**src/emx_pkg.sv**
```systemverilog
// Package of constants and types for the external memory mode and latch strobe block.
`default_nettype none
package emx_pkg;
  // Configuration register layout.
  localparam int unsigned    LPW_LSB      = 0;
  localparam int unsigned    MODE_LSB     = 2;
  localparam int unsigned    MUX_BIT      = 4;
  localparam logic [7:0]     CFG_RESET    = 8'h03;
  localparam logic [7:0]     CFG_WMASK    = 8'h1F;
  localparam logic [7:0]     PAGE_RESET   = 8'h00;
  // Operating modes.
  typedef enum logic [1:0] {
    EMX_MODE_INT   = 2'b00,
    EMX_MODE_SPLIT = 2'b01,
    EMX_MODE_BANK  = 2'b10,
    EMX_MODE_EXT   = 2'b11
  } emx_mode_t;
  // Access sequencer states, Gray coded along the usual path.
  typedef enum logic [1:0] {
    EMX_IDLE  = 2'b00,
    EMX_ALEH  = 2'b01,
    EMX_ALEL  = 2'b11,
    EMX_STRB  = 2'b10
  } emx_state_t;
  // On-chip boundary of the split modes, in address bits.
  localparam int unsigned    ONCHIP_BITS  = 8;
  localparam logic [15:0]    ONCHIP_LIMIT = 16'h0100;
endpackage
`default_nettype wire

```
**src/emx_ctrl.sv**
```systemverilog
// External data move router, address builder and multiplexed latch strobe sequencer.
//
// Function
// - Mode 00 sends every move on-chip, aliased, never starting an off-chip cycle.
// - Modes 01 and 10 send addresses below 256 on-chip, others off-chip.
// - Mode 01 8-bit off-chip moves take high address from port latches.
// - Mode 10 splits as mode 01; 8-bit high byte from page register.
// - Mode 11 sends every move off-chip; on-chip memory is invisible.
// - Latch pulse code 00..11 gives 1..4 cycles high and low.
// - Latch pulse width matters only while multiplex select is 0.
// - Multiplexed versus separate bus chosen solely by multiplex select bit.
// - Multiplexed mode shares data and low address byte on one pin set.
// - Device itself generates the address latch strobe in multiplexed mode.
// - First phase holds strobe high while low address is on shared pins.
// - Falling strobe edge starts the second phase of a multiplexed access.
// - Later second phase carries data under read/write strobe; device drives writes.
// - Multiplex select 0 means multiplexed, 1 means separate address and data.
// - Page register gives high address byte of 8-bit moves for routing; pins carry it only in mode 10.
// - 16-bit off-chip moves drive all sixteen data pointer address bits.
`default_nettype none
module emx_ctrl #(
  parameter int unsigned STROBE_CYCLES = 1
) (
  // Clock and reset.
  input  wire logic        clk_sys,
  input  wire logic        rst_n,
  // Register port.
  input  wire logic        cfg_we,
  input  wire logic        page_we,
  input  wire logic [7:0]  reg_wdata,
  output logic      [7:0]  cfg_rdata,
  output logic      [7:0]  page_rdata,
  // Move request from the core.
  input  wire logic        mv_req,
  input  wire logic        mv_wr,
  input  wire logic        mv_wide,
  input  wire logic [7:0]  mv_lo_addr,
  input  wire logic [15:0] data_pointer,
  input  wire logic [7:0]  mv_wdata,
  output logic             mv_busy,
  output logic             mv_done,
  output logic      [7:0]  mv_rdata,
  // On-chip memory side.
  output logic             xram_en,
  output logic             xram_wr,
  output logic      [15:0] xram_addr,
  output logic      [7:0]  xram_wdata,
  input  wire logic [7:0]  xram_rdata,
  // Port latches for the high address pins.
  input  wire logic [7:0]  port_hi_latch,
  // External pins.
  output logic             ale,
  output logic             rd_n,
  output logic             wr_n,
  output logic      [7:0]  addr_hi_o,
  output logic             addr_hi_oe_n,
  output logic      [7:0]  addr_lo_o,
  output logic             addr_lo_oe_n,
  output logic      [7:0]  ad_o,
  output logic             ad_oe_n,
  input  wire logic [7:0]  ad_i
);

  ////////////////////////////////////////////////////////////////////////////////
  // Registers.
  logic [7:0]          cfg_r;
  logic [7:0]          page_r;
  logic [7:0]          ad_s1_r;
  logic [7:0]          ad_s2_r;

  always_ff @(posedge clk_sys or negedge rst_n) begin
    if (!rst_n) begin
      cfg_r  <= emx_pkg::CFG_RESET;
      page_r <= emx_pkg::PAGE_RESET;
    end else begin
      if (cfg_we) begin
        cfg_r <= reg_wdata & emx_pkg::CFG_WMASK;
      end
      if (page_we) begin
        page_r <= reg_wdata;
      end
    end
  end

  // Read data pins come from off-chip, so they are synchronised first.
  always_ff @(posedge clk_sys or negedge rst_n) begin
    if (!rst_n) begin
      ad_s1_r <= 8'h00;
      ad_s2_r <= 8'h00;
    end else begin
      ad_s1_r <= ad_i;
      ad_s2_r <= ad_s1_r;
    end
  end

  assign cfg_rdata  = cfg_r;
  assign page_rdata = page_r;

  ////////////////////////////////////////////////////////////////////////////////
  // Routing and address decode.
  emx_pkg::emx_mode_t  mode;
  logic                mux_sel;
  logic [1:0]          lpw_code;
  logic [15:0]         eff_addr;
  logic                go_off;
  logic                drive_hi;
  logic [2:0]          ale_len;

  function automatic logic below_boundary(input logic [15:0] a);
    below_boundary = (a < emx_pkg::ONCHIP_LIMIT);
  endfunction

  assign mode     = emx_pkg::emx_mode_t'(cfg_r[emx_pkg::MODE_LSB +: 2]);
  assign mux_sel  = cfg_r[emx_pkg::MUX_BIT];
  assign lpw_code = cfg_r[emx_pkg::LPW_LSB +: 2];
  // 8-bit moves take the page register as high byte, 16-bit ones the pointer.
  assign eff_addr = mv_wide ? data_pointer : {page_r, mv_lo_addr};
  assign go_off   = (mode == emx_pkg::EMX_MODE_EXT) ? 1'b1 :
                    (mode == emx_pkg::EMX_MODE_INT) ? 1'b0 :
                    !below_boundary(eff_addr);
  // Only bank-select mode drives the high byte for 8-bit moves.
  assign drive_hi = mv_wide || (mode == emx_pkg::EMX_MODE_BANK);
  assign ale_len  = {1'b0, lpw_code} + 3'd1;

  ////////////////////////////////////////////////////////////////////////////////
  // Access sequencer.
  emx_pkg::emx_state_t state_r;
  emx_pkg::emx_state_t state_nxt;
  logic [2:0]          cnt_r;
  logic                wr_r;
  logic                hi_r;
  logic [15:0]         addr_r;
  logic [7:0]          wdata_r;
  logic                start_off;
  logic                cnt_end;

  assign start_off = mv_req && (state_r == emx_pkg::EMX_IDLE) && go_off;
  assign cnt_end   = (cnt_r == 3'd1);

  always_comb begin
    state_nxt = state_r;
    case (state_r)
      emx_pkg::EMX_IDLE: begin
        if (start_off) begin
          // Separate bus skips both latch phases entirely.
          state_nxt = mux_sel ? emx_pkg::EMX_STRB : emx_pkg::EMX_ALEH;
        end
      end
      emx_pkg::EMX_ALEH: begin
        if (cnt_end) begin
          state_nxt = emx_pkg::EMX_ALEL;
        end
      end
      emx_pkg::EMX_ALEL: begin
        if (cnt_end) begin
          state_nxt = emx_pkg::EMX_STRB;
        end
      end
      emx_pkg::EMX_STRB: begin
        if (cnt_end) begin
          state_nxt = emx_pkg::EMX_IDLE;
        end
      end
      default: begin
        state_nxt = emx_pkg::EMX_IDLE;
      end
    endcase
  end

  always_ff @(posedge clk_sys or negedge rst_n) begin
    if (!rst_n) begin
      state_r <= emx_pkg::EMX_IDLE;
      cnt_r   <= 3'd0;
      wr_r    <= 1'b0;
      hi_r    <= 1'b0;
      addr_r  <= 16'h0000;
      wdata_r <= 8'h00;
    end else begin
      state_r <= state_nxt;
      if (start_off) begin
        wr_r    <= mv_wr;
        hi_r    <= drive_hi;
        addr_r  <= eff_addr;
        wdata_r <= mv_wdata;
        cnt_r   <= mux_sel ? STROBE_CYCLES[2:0] : ale_len;
      end else if (state_r != state_nxt) begin
        cnt_r <= (state_nxt == emx_pkg::EMX_STRB) ? STROBE_CYCLES[2:0] : ale_len;
      end else if (cnt_r != 3'd0) begin
        cnt_r <= cnt_r - 3'd1;
      end
    end
  end

  ////////////////////////////////////////////////////////////////////////////////
  // Completion and read data.
  logic                onchip_go;
  logic                off_last;
  logic                done_r;
  logic [7:0]          rdata_r;

  assign onchip_go = mv_req && (state_r == emx_pkg::EMX_IDLE) && !go_off;
  assign off_last  = (state_r == emx_pkg::EMX_STRB) && cnt_end;
  assign mv_busy   = (state_r != emx_pkg::EMX_IDLE);
  assign mv_done   = done_r;
  assign mv_rdata  = rdata_r;

  always_ff @(posedge clk_sys or negedge rst_n) begin
    if (!rst_n) begin
      done_r  <= 1'b0;
      rdata_r <= 8'h00;
    end else begin
      done_r <= onchip_go || off_last;
      if (onchip_go && !mv_wr) begin
        rdata_r <= xram_rdata;
      end else if (off_last && !wr_r) begin
        rdata_r <= ad_s2_r;
      end
    end
  end

  // On-chip port; aliasing onto the small space is left to the memory's index width.
  assign xram_en    = onchip_go;
  assign xram_wr    = onchip_go && mv_wr;
  assign xram_addr  = eff_addr;
  assign xram_wdata = mv_wdata;

  ////////////////////////////////////////////////////////////////////////////////
  // Pin drive.
  logic                in_mux;
  logic                ph_addr;
  logic                ph_strb;

  assign in_mux  = !mux_sel && mv_busy;
  assign ph_addr = (state_r == emx_pkg::EMX_ALEH) || (state_r == emx_pkg::EMX_ALEL);
  assign ph_strb = (state_r == emx_pkg::EMX_STRB);

  // The latch is transparent while high, so the address stays on the pins for the
  // whole low phase too; that covers the latch hold time.
  assign ale          = in_mux && (state_r == emx_pkg::EMX_ALEH);
  assign rd_n         = !(ph_strb && !wr_r);
  assign wr_n         = !(ph_strb && wr_r);
  // High byte pins are released in modes 01 and 11 for 8-bit moves.
  assign addr_hi_o    = hi_r ? addr_r[15:8] : port_hi_latch;
  assign addr_hi_oe_n = !(mv_busy && hi_r);
  assign addr_lo_o    = addr_r[7:0];
  assign addr_lo_oe_n = !(mv_busy && mux_sel);
  assign ad_o         = (in_mux && ph_addr) ? addr_r[7:0] : wdata_r;
  assign ad_oe_n      = !((in_mux && ph_addr) || (ph_strb && wr_r));

endmodule
`default_nettype wire

```
**config.mk**
```make
export PLATFORM = sky130hd
export DESIGN_NAME = emx_ctrl
export DESIGN_NICKNAME = d
export VERILOG_FILES = /design/src/emx_pkg.sv /design/src/emx_ctrl.sv
export SDC_FILE = /design/constraint.sdc
export NUM_CORES = 1
export LEC_CHECK = 0
export BUFFER_PORTS_ARGS = -buffer_cell sky130_fd_sc_hd__buf_4
export CAP_MARGIN = 40
export CORE_MARGIN = 3
export CORE_UTILIZATION = 25
export DETAILED_ROUTE_END_ITERATION = 10
export PLACE_DENSITY_LB_ADDON = 0.12
export SLEW_MARGIN = 20
export SYNTH_ARGS = -nofsm -noshare
export SYNTH_HDL_FRONTEND = slang
export SYNTH_SLANG_ARGS = --single-unit
```
**constraint.sdc**
```tcl
create_clock -name clk_sys -period 2.36 [get_ports clk_sys]
set_input_delay 0.236 -clock clk_sys [delete_from_list [all_inputs] [get_ports clk_sys]]
set_output_delay 0.236 -clock clk_sys [all_outputs]
set_load 0.01 [all_outputs]
```
Yosys cells after proc, flatten, opt, wreduce, memory -nomap -nowiden
Cells that the tools add are included.
W data, S select, Z words.
{"block": "op_classes", "bitwise": 0, "magnitude_cmp": 1, "shifts": 0, "eq_ne": 8, "div": 0, "mul": 0, "mux": 18, "reduce_logical": 34, "n_addsub": 2}
{"op": "$mux W8", "n": 4}
{"op": "$lt A16 B9 Y1 const B", "n": 1}
{"op": "$mux W16", "n": 1}
{"op": "$mux W3", "n": 5}
{"op": "$logic_and A1 B1 Y1", "n": 14}
{"op": "$eq A2 B2 Y1 const B", "n": 5}
{"op": "$logic_not A1 Y1", "n": 10}
{"op": "$mux W2", "n": 5}
{"op": "$pmux W2 S4", "n": 1}
{"op": "$reduce_bool A3 Y1", "n": 2}
{"op": "$logic_not A2 Y1", "n": 2}
{"op": "$logic_or A1 B1 Y1", "n": 4}
{"op": "$reduce_bool A2 Y1", "n": 2}
{"op": "$add A2 B1 Y3 const B", "n": 1}
{"op": "$eq A3 B1 Y1 const B", "n": 1}
{"op": "$sub A3 B1 Y3 const B", "n": 1}
{"op": "$eq A2 B1 Y1 const B", "n": 1}
{"op": "$mux W1", "n": 2}
{"op": "$ne A2 B2 Y1", "n": 1}
{"block": "word_totals", "output_inout_bits": 82, "latchBits": 0, "reg_bits": 69, "wordCells": 75, "mem_bits_ro": 0, "ram_bits": 0, "n_memories": 0, "inputBits": 71}

Logic depth before layout (Yosys ltp)
Gate-level depths: netlist of the first run.
{"block": "depth", "depth_word": 12, "depth_mapped": 7, "mapped_depth_nobuf": 7}

Worst setup path before layout of the first run
OpenSTA, ideal clock, no wires.
{"block": "synth_path", "path_type": "register -> output", "start": "register page_r[7], in the netlist page_rdata[7]", "end": "output port xram_wr", "stages_incl_launch_ff": 6, "path_slack_ps": 299, "t_required_ps": 2124, "n_path_buf": 0, "arrival_time_ps": 1825, "cell_sequence": "dfrtp_1 -> mux2_2 -> a21o_1 -> or4_1 -> a21oi_1 -> and2_1"}
{"block": "synth_between", "elab_chain_cells": 8}
{"item": "start: declaration", "line_no": "emx_ctrl.sv:67", "source": "logic [7:0] page_r;"}
{"item": "start signal: assignment", "line_no": "emx_ctrl.sv:74", "source": "page_r <= emx_pkg::PAGE_RESET;"}
{"item": "start signal: assignment", "line_no": "emx_ctrl.sv:80", "source": "page_r <= reg_wdata;"}
{"item": "$mux W16", "line_no": "emx_ctrl.sv:117", "source": "assign eff_addr = mv_wide ? data_pointer : {page_r, mv_lo_addr};"}
{"item": "via xram_addr[15]", "line_no": "emx_ctrl.sv:46", "source": "output logic [15:0] xram_addr,"}
{"item": "$lt A16 B9 Y1", "line_no": "emx_ctrl.sv:110", "source": "below_boundary = (a < emx_pkg::ONCHIP_LIMIT);"}
{"item": "$logic_not A1 Y1", "line_no": "emx_ctrl.sv:120", "source": "!below_boundary(eff_addr);"}
{"item": "$mux W1", "line_no": "emx_ctrl.sv:119", "source": "(mode == emx_pkg::EMX_MODE_INT) ? 1'b0 :"}
{"item": "$mux W1", "line_no": "emx_ctrl.sv:118", "source": "assign go_off = (mode == emx_pkg::EMX_MODE_EXT) ? 1'b1 :"}
{"item": "$logic_not A1 Y1", "line_no": "emx_ctrl.sv:201", "source": "assign onchip_go = mv_req && (state_r == emx_pkg::EMX_IDLE) && !go_off;"}
{"item": "$logic_and A1 B1 Y1", "line_no": "emx_ctrl.sv:201"}
{"item": "via xram_en", "line_no": "emx_ctrl.sv:44", "source": "output logic xram_en,"}
{"item": "$logic_and A1 B1 Y1", "line_no": "emx_ctrl.sv:223", "source": "assign xram_wr = onchip_go && mv_wr;"}
{"item": "end: declaration", "line_no": "emx_ctrl.sv:45", "source": "output logic xram_wr,"}
The timed path passes the listed nets, and every way through them passes these cells.

Worst setup path after layout of the first run
{"block": "layout_path", "start": "register page_r[7], in the netlist page_rdata[7]", "end": "output port xram_wr"}
{"block": "layout_between", "elab_chain_cells": 8}
{"item": "$mux W16", "line_no": "emx_ctrl.sv:117"}
{"item": "$lt A16 B9 Y1", "line_no": "emx_ctrl.sv:110"}
{"item": "$logic_not A1 Y1", "line_no": "emx_ctrl.sv:120"}
{"item": "$mux W1", "line_no": "emx_ctrl.sv:119"}
{"item": "$mux W1", "line_no": "emx_ctrl.sv:118"}
{"item": "$logic_not A1 Y1", "line_no": "emx_ctrl.sv:201"}
{"item": "$logic_and A1 B1 Y1", "line_no": "emx_ctrl.sv:201"}
{"item": "$logic_and A1 B1 Y1", "line_no": "emx_ctrl.sv:223"}
No other way between the ends.

==> impl_metrics.csv, run 1 <==
group,metric,value,unit
placed_design,pre_cts_ws,0.100,ns
logic_synthesis,synth.top_cells.by_count,"dfrtp_1 (67), mux2_2 (60), mux2_4 (26), buf_4 (19), nand2_1 (13)",
placed_design,dp_hpwl,7090,um
critical_path,crit_type,"reg2out",
logic_synthesis,async_reset_ff_share,100,%
cells_and_area,nNetsFinal,494,
clock_network,clock_latency,0.33,ns
grt,gr-total-overflow,0,
logic_synthesis,synthTopCellsByArea,"dfrtp_1 (48%), mux2_2 (19%), mux2_4 (11%)",
detailed_routing,first_iter_violations,107,
floorplanning,core_area,13500,um2
logic_synthesis,synth_area_leader_cell,"dfrtp_1",
flow_run,cap_violations,0,
detailed_routing,drc,0,
detailed_routing,drt-total-wl,9400,um
clock_network,cts_max_path_buffers,2,
cells_and_area,drive_above_1_share,65.6,%
logic_synthesis,ys_types,39,
floorplanning,start_util,26.0,%
timing,fin_crit_sh,96.8,%
logic_synthesis,synth-edff-count,0,
logic_synthesis,synth.avg_cell_area,13.4,um2
detailed_routing,ant_nets,0,
logic_synthesis,yosys_warnings,0,
critical_path,slowest_stage,"or4_4",
min_path,hp-class,"in2reg",
critical_path,critPathTopFamily,"simple AND/OR/NAND/NOR gates",
timing,drv_slew,0,
timing,setup_viol,0,
detailed_routing,viasPerCell,4.28,
logic_synthesis,yosysSeqAreaShare,49.4,%
cells_and_area,nFillCells,1346,
timing,fmax,0.438,GHz
cells_and_area,final_cell_area,5170,um2
critical_path,cp.required,2.12,ns
logic_synthesis,syn_area,3500,um2
logic_synthesis,yosysTopAreaCellShare,47.9,%
floorplanning,die_x,124,um
logic_synthesis,ys_ff_latch,69,
cells_and_area,synthToLayoutAreaGrowth,47.9,%
timing,setup_ws,0.0762,ns
clock_network,tritoncts,"yes",
status,status,"completed",
logic_synthesis,synthCells,261,
critical_path,critPathBufInv,1,
clock_network,cts_sinks,69,
floorplanning,rows,42,
timing,hold_viol_final,0,
cells_and_area,diodes,0,
detailed_routing,wl_per_cell,15.7,um
clock_network,htreeDepth,3,
grt,antenna_found_initial,0,
floorplanning,die-area,15400,um2
critical_path,worstPathCellList,"mux2_2 -> a21o_1 -> or4_4 -> a21oi_4 -> and2_4 -> buf_4",
grt,grt_start_max_net_pins,36,
detailed_routing,vias,2565,
critical_path,critical_path_arrival,2.05,ns
critical_path,start_kind,"register",
grt,grt_pass1_wl,15500,um
grt,grt_pass1_vias,2812,
clock_network,numCtsBuffers,9,
power,power_leakage,0.00246,uW
timing,period_minus_slack,2.28,ns
clock_network,clk_pin_slew,0.06,ns
critical_path,path_max_fanout,3,
power,ir_drop,0.482,mV
floorplanning,die_y,124,um
timing,skew,0.00707,ns
placed_design,post_dp_cell_area,4760,um2
logic_synthesis,ys.flop_type,"dfrtp_1",
grt,grt_usage,12.6,%
timing,worst_slew_pin_slew,0.590,ns
placed_design,routabilityCongestion,0.760,
detailed_routing,drtPass1Iterations,4,
critical_path,cpPeakStageDelay,0.44,ns
critical_path,endpoint_kind,"output port",
clock_network,cts_root_buf,"clkbuf_16",
power,power_density,1080,nW/um2
floorplanning,ioPinCount,153,
placed_design,numPortBuffers,149,
logic_synthesis,yosysMostFrequentCell,"dfrtp_1",
timing,slew_headroom,60.5,%
[tightest hold or removal path, cell delays in order]
cell and delay (ns):
buf_4 0.09, nand2_1 0.05, o21ai_0 0.06
[final timing paths]
check	cells after the start	end	startpoint	slack (ns)
max	6	xram_wr	page_rdata[7]$_DFFE_PN0P_	0.08
min	3	cfg_rdata[4]$_DFFE_PN0P_	reg_wdata[4]	0.13
max reg2reg	6	mv_rdata[4]$_DFFE_PN0P_	cnt_r[1]$_DFFE_PN0P_	0.18
min reg2reg	0	ad_s2_r[1]$_DFF_PN0_	ad_s1_r[1]$_DFF_PN0_	0.35
max in group asynchronous	3	cfg_rdata[0]$_DFFE_PN1P_	rst_n	1.34
min in group asynchronous	2	mv_rdata[6]$_DFFE_PN0P_	rst_n	0.40
[registers in the layout, summed over array words and instances, names as in the netlist]
signal and count:
wr_r 1, addr_r 16, mv_done 1, state_r 2, ad_s2_r 8, wdata_r 8, mv_rdata 8, cnt_r 3
page_rdata 8, hi_r 1, cfg_rdata 5, ad_s1_r 8
[cell families after synthesis]
family                   after synthesis  synth area share (%)
AO/OA/AOI/OAI                         19                  4.26
XOR/XNOR                               1                 0.250
multiplexers                          89                  31.3
adder cells (fa/ha/maj)                4                  1.43
flip-flops                            69                  49.4
buffers and inverters                 34                  6.55
other                                  1                 0.107
AND/OR/NAND/NOR                       44                  6.65
[stage by stage]
step | cells | power, uW | util, % | TNS, ns | hold WS (ns)
2_1_floorplan | 263 | 3400 | - | 0 | -0.0596
3_3_place_gp | 572 | 4390 | 35.4 | 0 | 0.240
3_5_place_dp | 572 | 4400 | 35.4 | 0 | 0.238
4_1_cts | 598 | 5740 | 38.3 | 0 | 0.00188
5_1_grt | 600 | 6040 | 38.5 | -0.00335 | 0.110
6_report | 600 | 5610 | 38.5 | 0 | 0.129
[area by class of cell]
cell class	instances	area (um2)	area share, %
clock buffer	9	225	4.35
timing repair buffer	174	1350	26.2
clock inverter	7	48.8	0.943
inverter	5	18.8	0.363
multi-input combinational	160	1580	30.5
sequential	69	1730	33.4
tap	176	220	4.26
[layout by cell type, fill, tap and decap left out, types with 5 or more instances in the layout]
cell           count
buf_4            163
dfrtp_1           67
mux2_2            59
mux2_4            27
nand2_1           13
clkbuf_16          9
dlygate4sd3_1      9
nor2_1             7
nand2b_1           6
inv_1              5
[what timing repair did]
action	CTS	global route
buffers inserted	2	1
endpoints found under the hold margin	41	1
pin swaps	1	1
setup endpoints to repair	2	2
resized for setup	5	1
hold buffers	8	1
[per-layer routing]
metal  global-route usage [%]  up-vias  wire, um
met5                        0        -         0
met4                     3.29        0        80
met3                     6.09        9       853
met2                     18.9      108      4250
met1                     16.3     1230      4210
li1                         -     1218         -
[report_power, final]
part | switching, uW | total (uW) | internal (uW) | leakage (uW)
combinational | 976 | 2500 | 1530 | 0.00151
clock | 538 | 1250 | 714 | 0.000136
sequential | 289 | 1860 | 1570 | 0.000816
total | 1800 | 5610 | 3810 | 0.00246
(Power assumes the default switching activity.)
==> inputs of run 2 (changes only) <==
--- a/config.mk
+++ b/config.mk
@@ -10,6 +10,7 @@
 export CORE_MARGIN = 3
 export CORE_UTILIZATION = 25
 export DETAILED_ROUTE_END_ITERATION = 10
+export GPL_TIMING_DRIVEN = 0
 export PLACE_DENSITY_LB_ADDON = 0.12
 export SLEW_MARGIN = 20
 export SYNTH_ARGS = -nofsm -noshare
==> impl_metrics.csv, run 2 (same netlist as run 1, synthesis figures left out) <==
group,metric,value,unit
status,status,"completed",
grt,antenna_found_initial,0,
critical_path,reg2regPathDepth,6,
cells_and_area,seq_area,1730,um2
timing,skew,0.00718,ns
clock_network,htreeDepth,3,
critical_path,crit_type,"reg2out",
cells_and_area,nNetsFinal,511,
min_path,hp-class,"in2reg",
grt,grt_usage,12.6,%
placed_design,dp_hpwl,7000,um
min_path,hp-start,"reg_wdata[4]",
min_path,whs_path_depth,3,
floorplanning,ioPinCount,153,
cells_and_area,nFillCells,1340,
timing,hold_viol_final,0,
timing,fmax,0.431,GHz
clock_network,clk_pin_slew,0.06,ns
placed_design,numPortBuffers,148,
grt,grt_pass1_wl,15200,um
detailed_routing,drt-total-wl,9540,um
min_path,hold_end,"cfg_rdata[4]$_DFFE_PN0P_",
floorplanning,die-area,15400,um2
detailed_routing,wl_per_cell,15.5,um
cells_and_area,layout_commonest_cell,"buf_4",
cells_and_area,diodes,0,
power,switchingPower,1850,uW
critical_path,path_max_fanout,3,
floorplanning,die_x,124,um
grt,gr-total-overflow,0,
grt,grt_start_max_net_pins,37,
detailed_routing,first_iter_violations,103,
placed_design,dp_cells,588,
clock_network,numCtsBuffers,9,
detailed_routing,vias,2604,
critical_path,r2r_setup_slack,0.19,ns
timing,fin_crit_sh,98.4,%
timing,worst_slew_pin_slew,0.672,ns
cells_and_area,final_cell_area,5350,um2
cells_and_area,stdcell_count,617,
timing,setup_viol,0,
clock_network,cts_max_path_buffers,2,
power,seq_power_share,30.3,%
placed_design,routabilityCongestion,0.759,
placed_design,post_dp_cell_area,4860,um2
detailed_routing,ant_nets,0,
power,power_density,1110,nW/um2
detailed_routing,viasPerCell,4.22,
power,p_clk_share,25.2,%
critical_path,cp.required,2.12,ns
grt,grt_pass1_vias,2803,
critical_path,endpoint_kind,"output port",
critical_path,critical_path_arrival,2.09,ns
clock_network,clock_latency,0.33,ns
cells_and_area,largest_reg_flops,16,
floorplanning,rows,42,
floorplanning,core_area,13500,um2
timing,slew_headroom,55.2,%
power,ir_drop,0.459,mV
cells_and_area,multi_input_area,1580,um2
clock_network,tritoncts,"yes",
power,comb_power_share,44.5,%
clock_network,cts_sinks,69,
timing,holdWs,0.125,ns
floorplanning,die_y,124,um
cells_and_area,final_cell_mix,"buf_4 (171), dfrtp_1 (67), mux2_2 (58)",
flow_run,cap_violations,0,
power,power,5960,uW
cells_and_area,drive_above_1_share,66.0,%
clock_network,cts_root_buf,"clkbuf_16",
detailed_routing,drtPass1Iterations,4,
timing,rsz0062_at_grt,"yes",
cells_and_area,synthToLayoutAreaGrowth,52.8,%
timing,drv_slew,0,
critical_path,r2r_start,"cnt_r[1]$_DFFE_PN0P_",
timing,period_minus_slack,2.32,ns
cells_and_area,largest-register,"addr_r",
detailed_routing,drc,0,
power,p_int,4110,uW
critical_path,rr_endpoint,"mv_rdata[1]$_DFFE_PN0P_",
critical_path,start_kind,"register",
power,power_leakage,0.00256,uW
floorplanning,start_util,26.0,%
power,sw_frac_of_total,31.1,%
## run 2: per-stage QoR
stage / worst slack, ns / setup TNS (ns) / util, %
finish: 0.0379 / 0 / 39.7
detailed placement: 0.0456 / 0 / 36.1
global placement: 0.0197 / 0 / 36.0
floorplan: 0.299 / 0 / -
CTS: 0.000165 / 0 / 39.6
global route: -0.0528 / -0.0528 / 39.7
## run 2: timing repair
action | 4_1_cts | 5_1_grt
pin swaps | 2 | 2
hold endpoints to repair | 41 | 0
gates resized for setup | 6 | 3
buffers inserted | 3 | 2
hold buffers | 9 | 0
setup endpoints to repair | 2 | 10
## run 2: worst max path at each step
stage | cells past startpoint | from | end | slack, ns
4_1_cts | 6 | page_rdata[7]$_DFFE_PN0P_ | xram_wr | 0.0002
3_3_place_gp | 7 | data_pointer[13] | xram_wr | 0.02
5_1_grt | 6 | page_rdata[7]$_DFFE_PN0P_ | xram_wr | -0.05
3_5_place_dp | 7 | data_pointer[13] | xram_wr | 0.05
6_report | 6 | page_rdata[7]$_DFFE_PN0P_ | xram_wr | 0.04
2_1_floorplan | 5 | page_rdata[7]$_DFFE_PN0P_ | xram_wr | 0.30
## run 2: layer usage
layer  wire (um)  vias to the layer above  share of wire [%]  track usage [%]
met2        4230                      103                 44             18.9
met4         108                        0                1.1             3.09
met3         825                        9                8.7             6.22
li1            -                     1257                  -                -
met5           0                        -                  0                0
met1        4370                     1235                 46             16.3
## run 2: power groups by stage
stage	Combinational, uW	Clock (uW)	Sequential [uW]
after global placement	2650	0	1820
after detailed placement	2650	0	1830
after CTS	2690	1550	1810
final	2650	1500	1800
after global routing	2880	1620	1860
after floorplan	1600	0	1800
## run 2: worst max-delay path: stages, from the launching register on
cell     delay, ns
dfrtp_1       0.38
mux2_4        0.30
a21o_1        0.17
or4_4         0.44
a21oi_4       0.20
and2_4        0.17
buf_6         0.09
## run 2: cell type report
type | instances | area share (%)
multi-input cells | 160 | 29.6
well taps | 176 | 4.12
plain buffers | 28 | 3.86
flip-flops and latches | 69 | 32.3
clock inverters | 7 | 1.94
clock buffers | 9 | 4.21
inverters | 5 | 0.351
repair buffers | 163 | 23.6
==> inputs of run 3 (changes only) <==
--- a/config.mk
+++ b/config.mk
@@ -6,11 +6,11 @@
 export NUM_CORES = 1
 export LEC_CHECK = 0
 export BUFFER_PORTS_ARGS = -buffer_cell sky130_fd_sc_hd__buf_4
-export CAP_MARGIN = 40
 export CORE_MARGIN = 3
 export CORE_UTILIZATION = 25
 export DETAILED_ROUTE_END_ITERATION = 10
 export GPL_TIMING_DRIVEN = 0
+export MAX_ROUTING_LAYER = met4
 export PLACE_DENSITY_LB_ADDON = 0.12
 export SLEW_MARGIN = 20
 export SYNTH_ARGS = -nofsm -noshare
==> impl_metrics.csv, run 3 (same netlist as run 1, synthesis figures left out) <==
group,metric,value,unit
floorplanning,die_y,124,um
critical_path,critical_path_arrival,2.09,ns
cells_and_area,nNetsFinal,511,
detailed_routing,drt-total-wl,9570,um
floorplanning,rows,42,
cells_and_area,layout_commonest_cell,"buf_4",
cells_and_area,largest-register,"addr_r",
power,power_leakage,0.00255,uW
timing,fmax,0.430,GHz
detailed_routing,top_layer,"met4",
floorplanning,core_area,13500,um2
critical_path,crit_type,"reg2out",
critical_path,endpoint_kind,"output port",
timing,slew_headroom,39.0,%
detailed_routing,drc,0,
timing,setup_viol,0,
placed_design,dp_hpwl,6800,um
timing,fin_crit_sh,98.6,%
detailed_routing,wl_met2,4190,um
floorplanning,start_util,26.0,%
cells_and_area,synthToLayoutAreaGrowth,52.3,%
timing,skew,0.00458,ns
floorplanning,die_x,124,um
clock_network,clk_pin_slew,0.06,ns
clock_network,cts_sinks,69,
placed_design,routabilityCongestion,0.768,
detailed_routing,ant_nets,0,
timing,worst_slew_pin_slew,0.915,ns
clock_network,tritoncts,"yes",
floorplanning,die-area,15400,um2
grt,antenna_found_initial,0,
cells_and_area,diodes,0,
critical_path,cp.required,2.12,ns
grt,gr-total-overflow,0,
flow_run,cap_violations,0,
clock_network,clock_latency,0.33,ns
placed_design,numPortBuffers,148,
cells_and_area,drive_above_1_share,66.2,%
detailed_routing,dr_wl_met3,794,um
clock_network,numCtsBuffers,9,
placed_design,dp_cells,587,
timing,rsz0062_at_grt,"yes",
min_path,hp-class,"in2async",
timing,hold_viol_final,0,
cells_and_area,largest_reg_flops,16,
grt,grt_usage,13.0,%
grt,grt_start_max_net_pins,70,
power,power_density,1120,nW/um2
clock_network,cts_max_path_buffers,2,
placed_design,pre_cts_ws,0.0120,ns
timing,holdWs,0.0306,ns
floorplanning,ioPinCount,153,
detailed_routing,wl_per_cell,15.5,um
cells_and_area,stdcell_count,617,
detailed_routing,drtPass1Iterations,4,
clock_network,cts_root_buf,"clkbuf_16",
detailed_routing,viasPerCell,4.24,
critical_path,path_max_fanout,3,
timing,setup_ws,0.0335,ns
clock_network,htreeDepth,3,
critical_path,start_kind,"register",
cells_and_area,final_cell_mix,"buf_4 (173), dfrtp_1 (67), mux2_2 (58)",
timing,period_minus_slack,2.33,ns
detailed_routing,vias,2616,
status,status,"completed",
grt,grt_pass1_wl,15300,um
grt,grt_pass1_vias,2796,
power,ir_drop,0.404,mV
detailed_routing,drt-met1-wl,4440,um
timing,drv_slew,0,
detailed_routing,first_iter_violations,106,
run 3: layer usage:
metal / GRT usage, % / vias to the layer above
li1: - / 1246
met1: 16.5 / 1247
met2: 18.8 / 109
met3: 5.27 / 14
met4: 4.38 / 0
met5: - / -
run 3: final timing paths:
path                                                start                        end  slack [ns]  depth (start not counted)
worst max-delay path            page_rdata[7]$_DFFE_PN0P_                    xram_wr        0.03                          6
worst min-delay path                                rst_n       ad_s2_r[7]$_DFF_PN0_        0.03                          1
worst max register to register       cnt_r[1]$_DFFE_PN0P_    mv_rdata[1]$_DFFE_PN0P_        0.19                          6
worst min register to register       ad_s1_r[6]$_DFF_PN0_       ad_s2_r[6]$_DFF_PN0_        0.35                          0
max in group asynchronous                           rst_n  page_rdata[3]$_DFFE_PN0P_        1.74                          1
min in group clk_sys                         reg_wdata[4]   cfg_rdata[4]$_DFFE_PN0P_        0.12                          3
run 3: layout make-up:
cell class	instances	area, um2
timing repair buffer	163	1250
inverter	5	18.8
fill	1346	8130
clock inverter	6	86.3
buffer	28	206
clock buffer	10	239
sequential	69	1730
multi-input combinational	160	1580
tap	176	220
run 3: report_power, final:
part	internal, uW	leakage (uW)	switching [uW]
logic	1590	0.00158	1060
clock network	952	0.000158	534
registers	1570	0.000816	234
total	4120	0.00255	1830
run 3: critical path, stage by stage (launching register included):
cell,delay [ns]
dfrtp_1,0.39
mux2_4,0.29
a21o_1,0.17
or4_4,0.45
a21oi_4,0.20
and2_4,0.17
buf_6,0.09
run 3: metrics by stage:
stage / setup TNS, ns / power [uW] / instance area [um2] / utilization [%]
2_1_floorplan: 0 / 3400 / 3510 / -
3_3_place_gp: 0 / 4470 / 4840 / 36.0
3_5_place_dp: 0 / 4470 / 4840 / 36.0
4_1_cts: 0 / 6040 / 5320 / 39.6
5_1_grt: -0.0331 / 6340 / 5330 / 39.6
6_report: 0 / 5940 / 5330 / 39.6
run 3: timing repair:
action / 4_1_cts / 5_1_grt
hold buffers: 8 / 0
setup endpoints to repair: 2 / 16
resized for setup: 8 / 1
pin swaps: 2 / 2
endpoints found under the hold margin: 8 / 0
setup buffers: 6 / 1
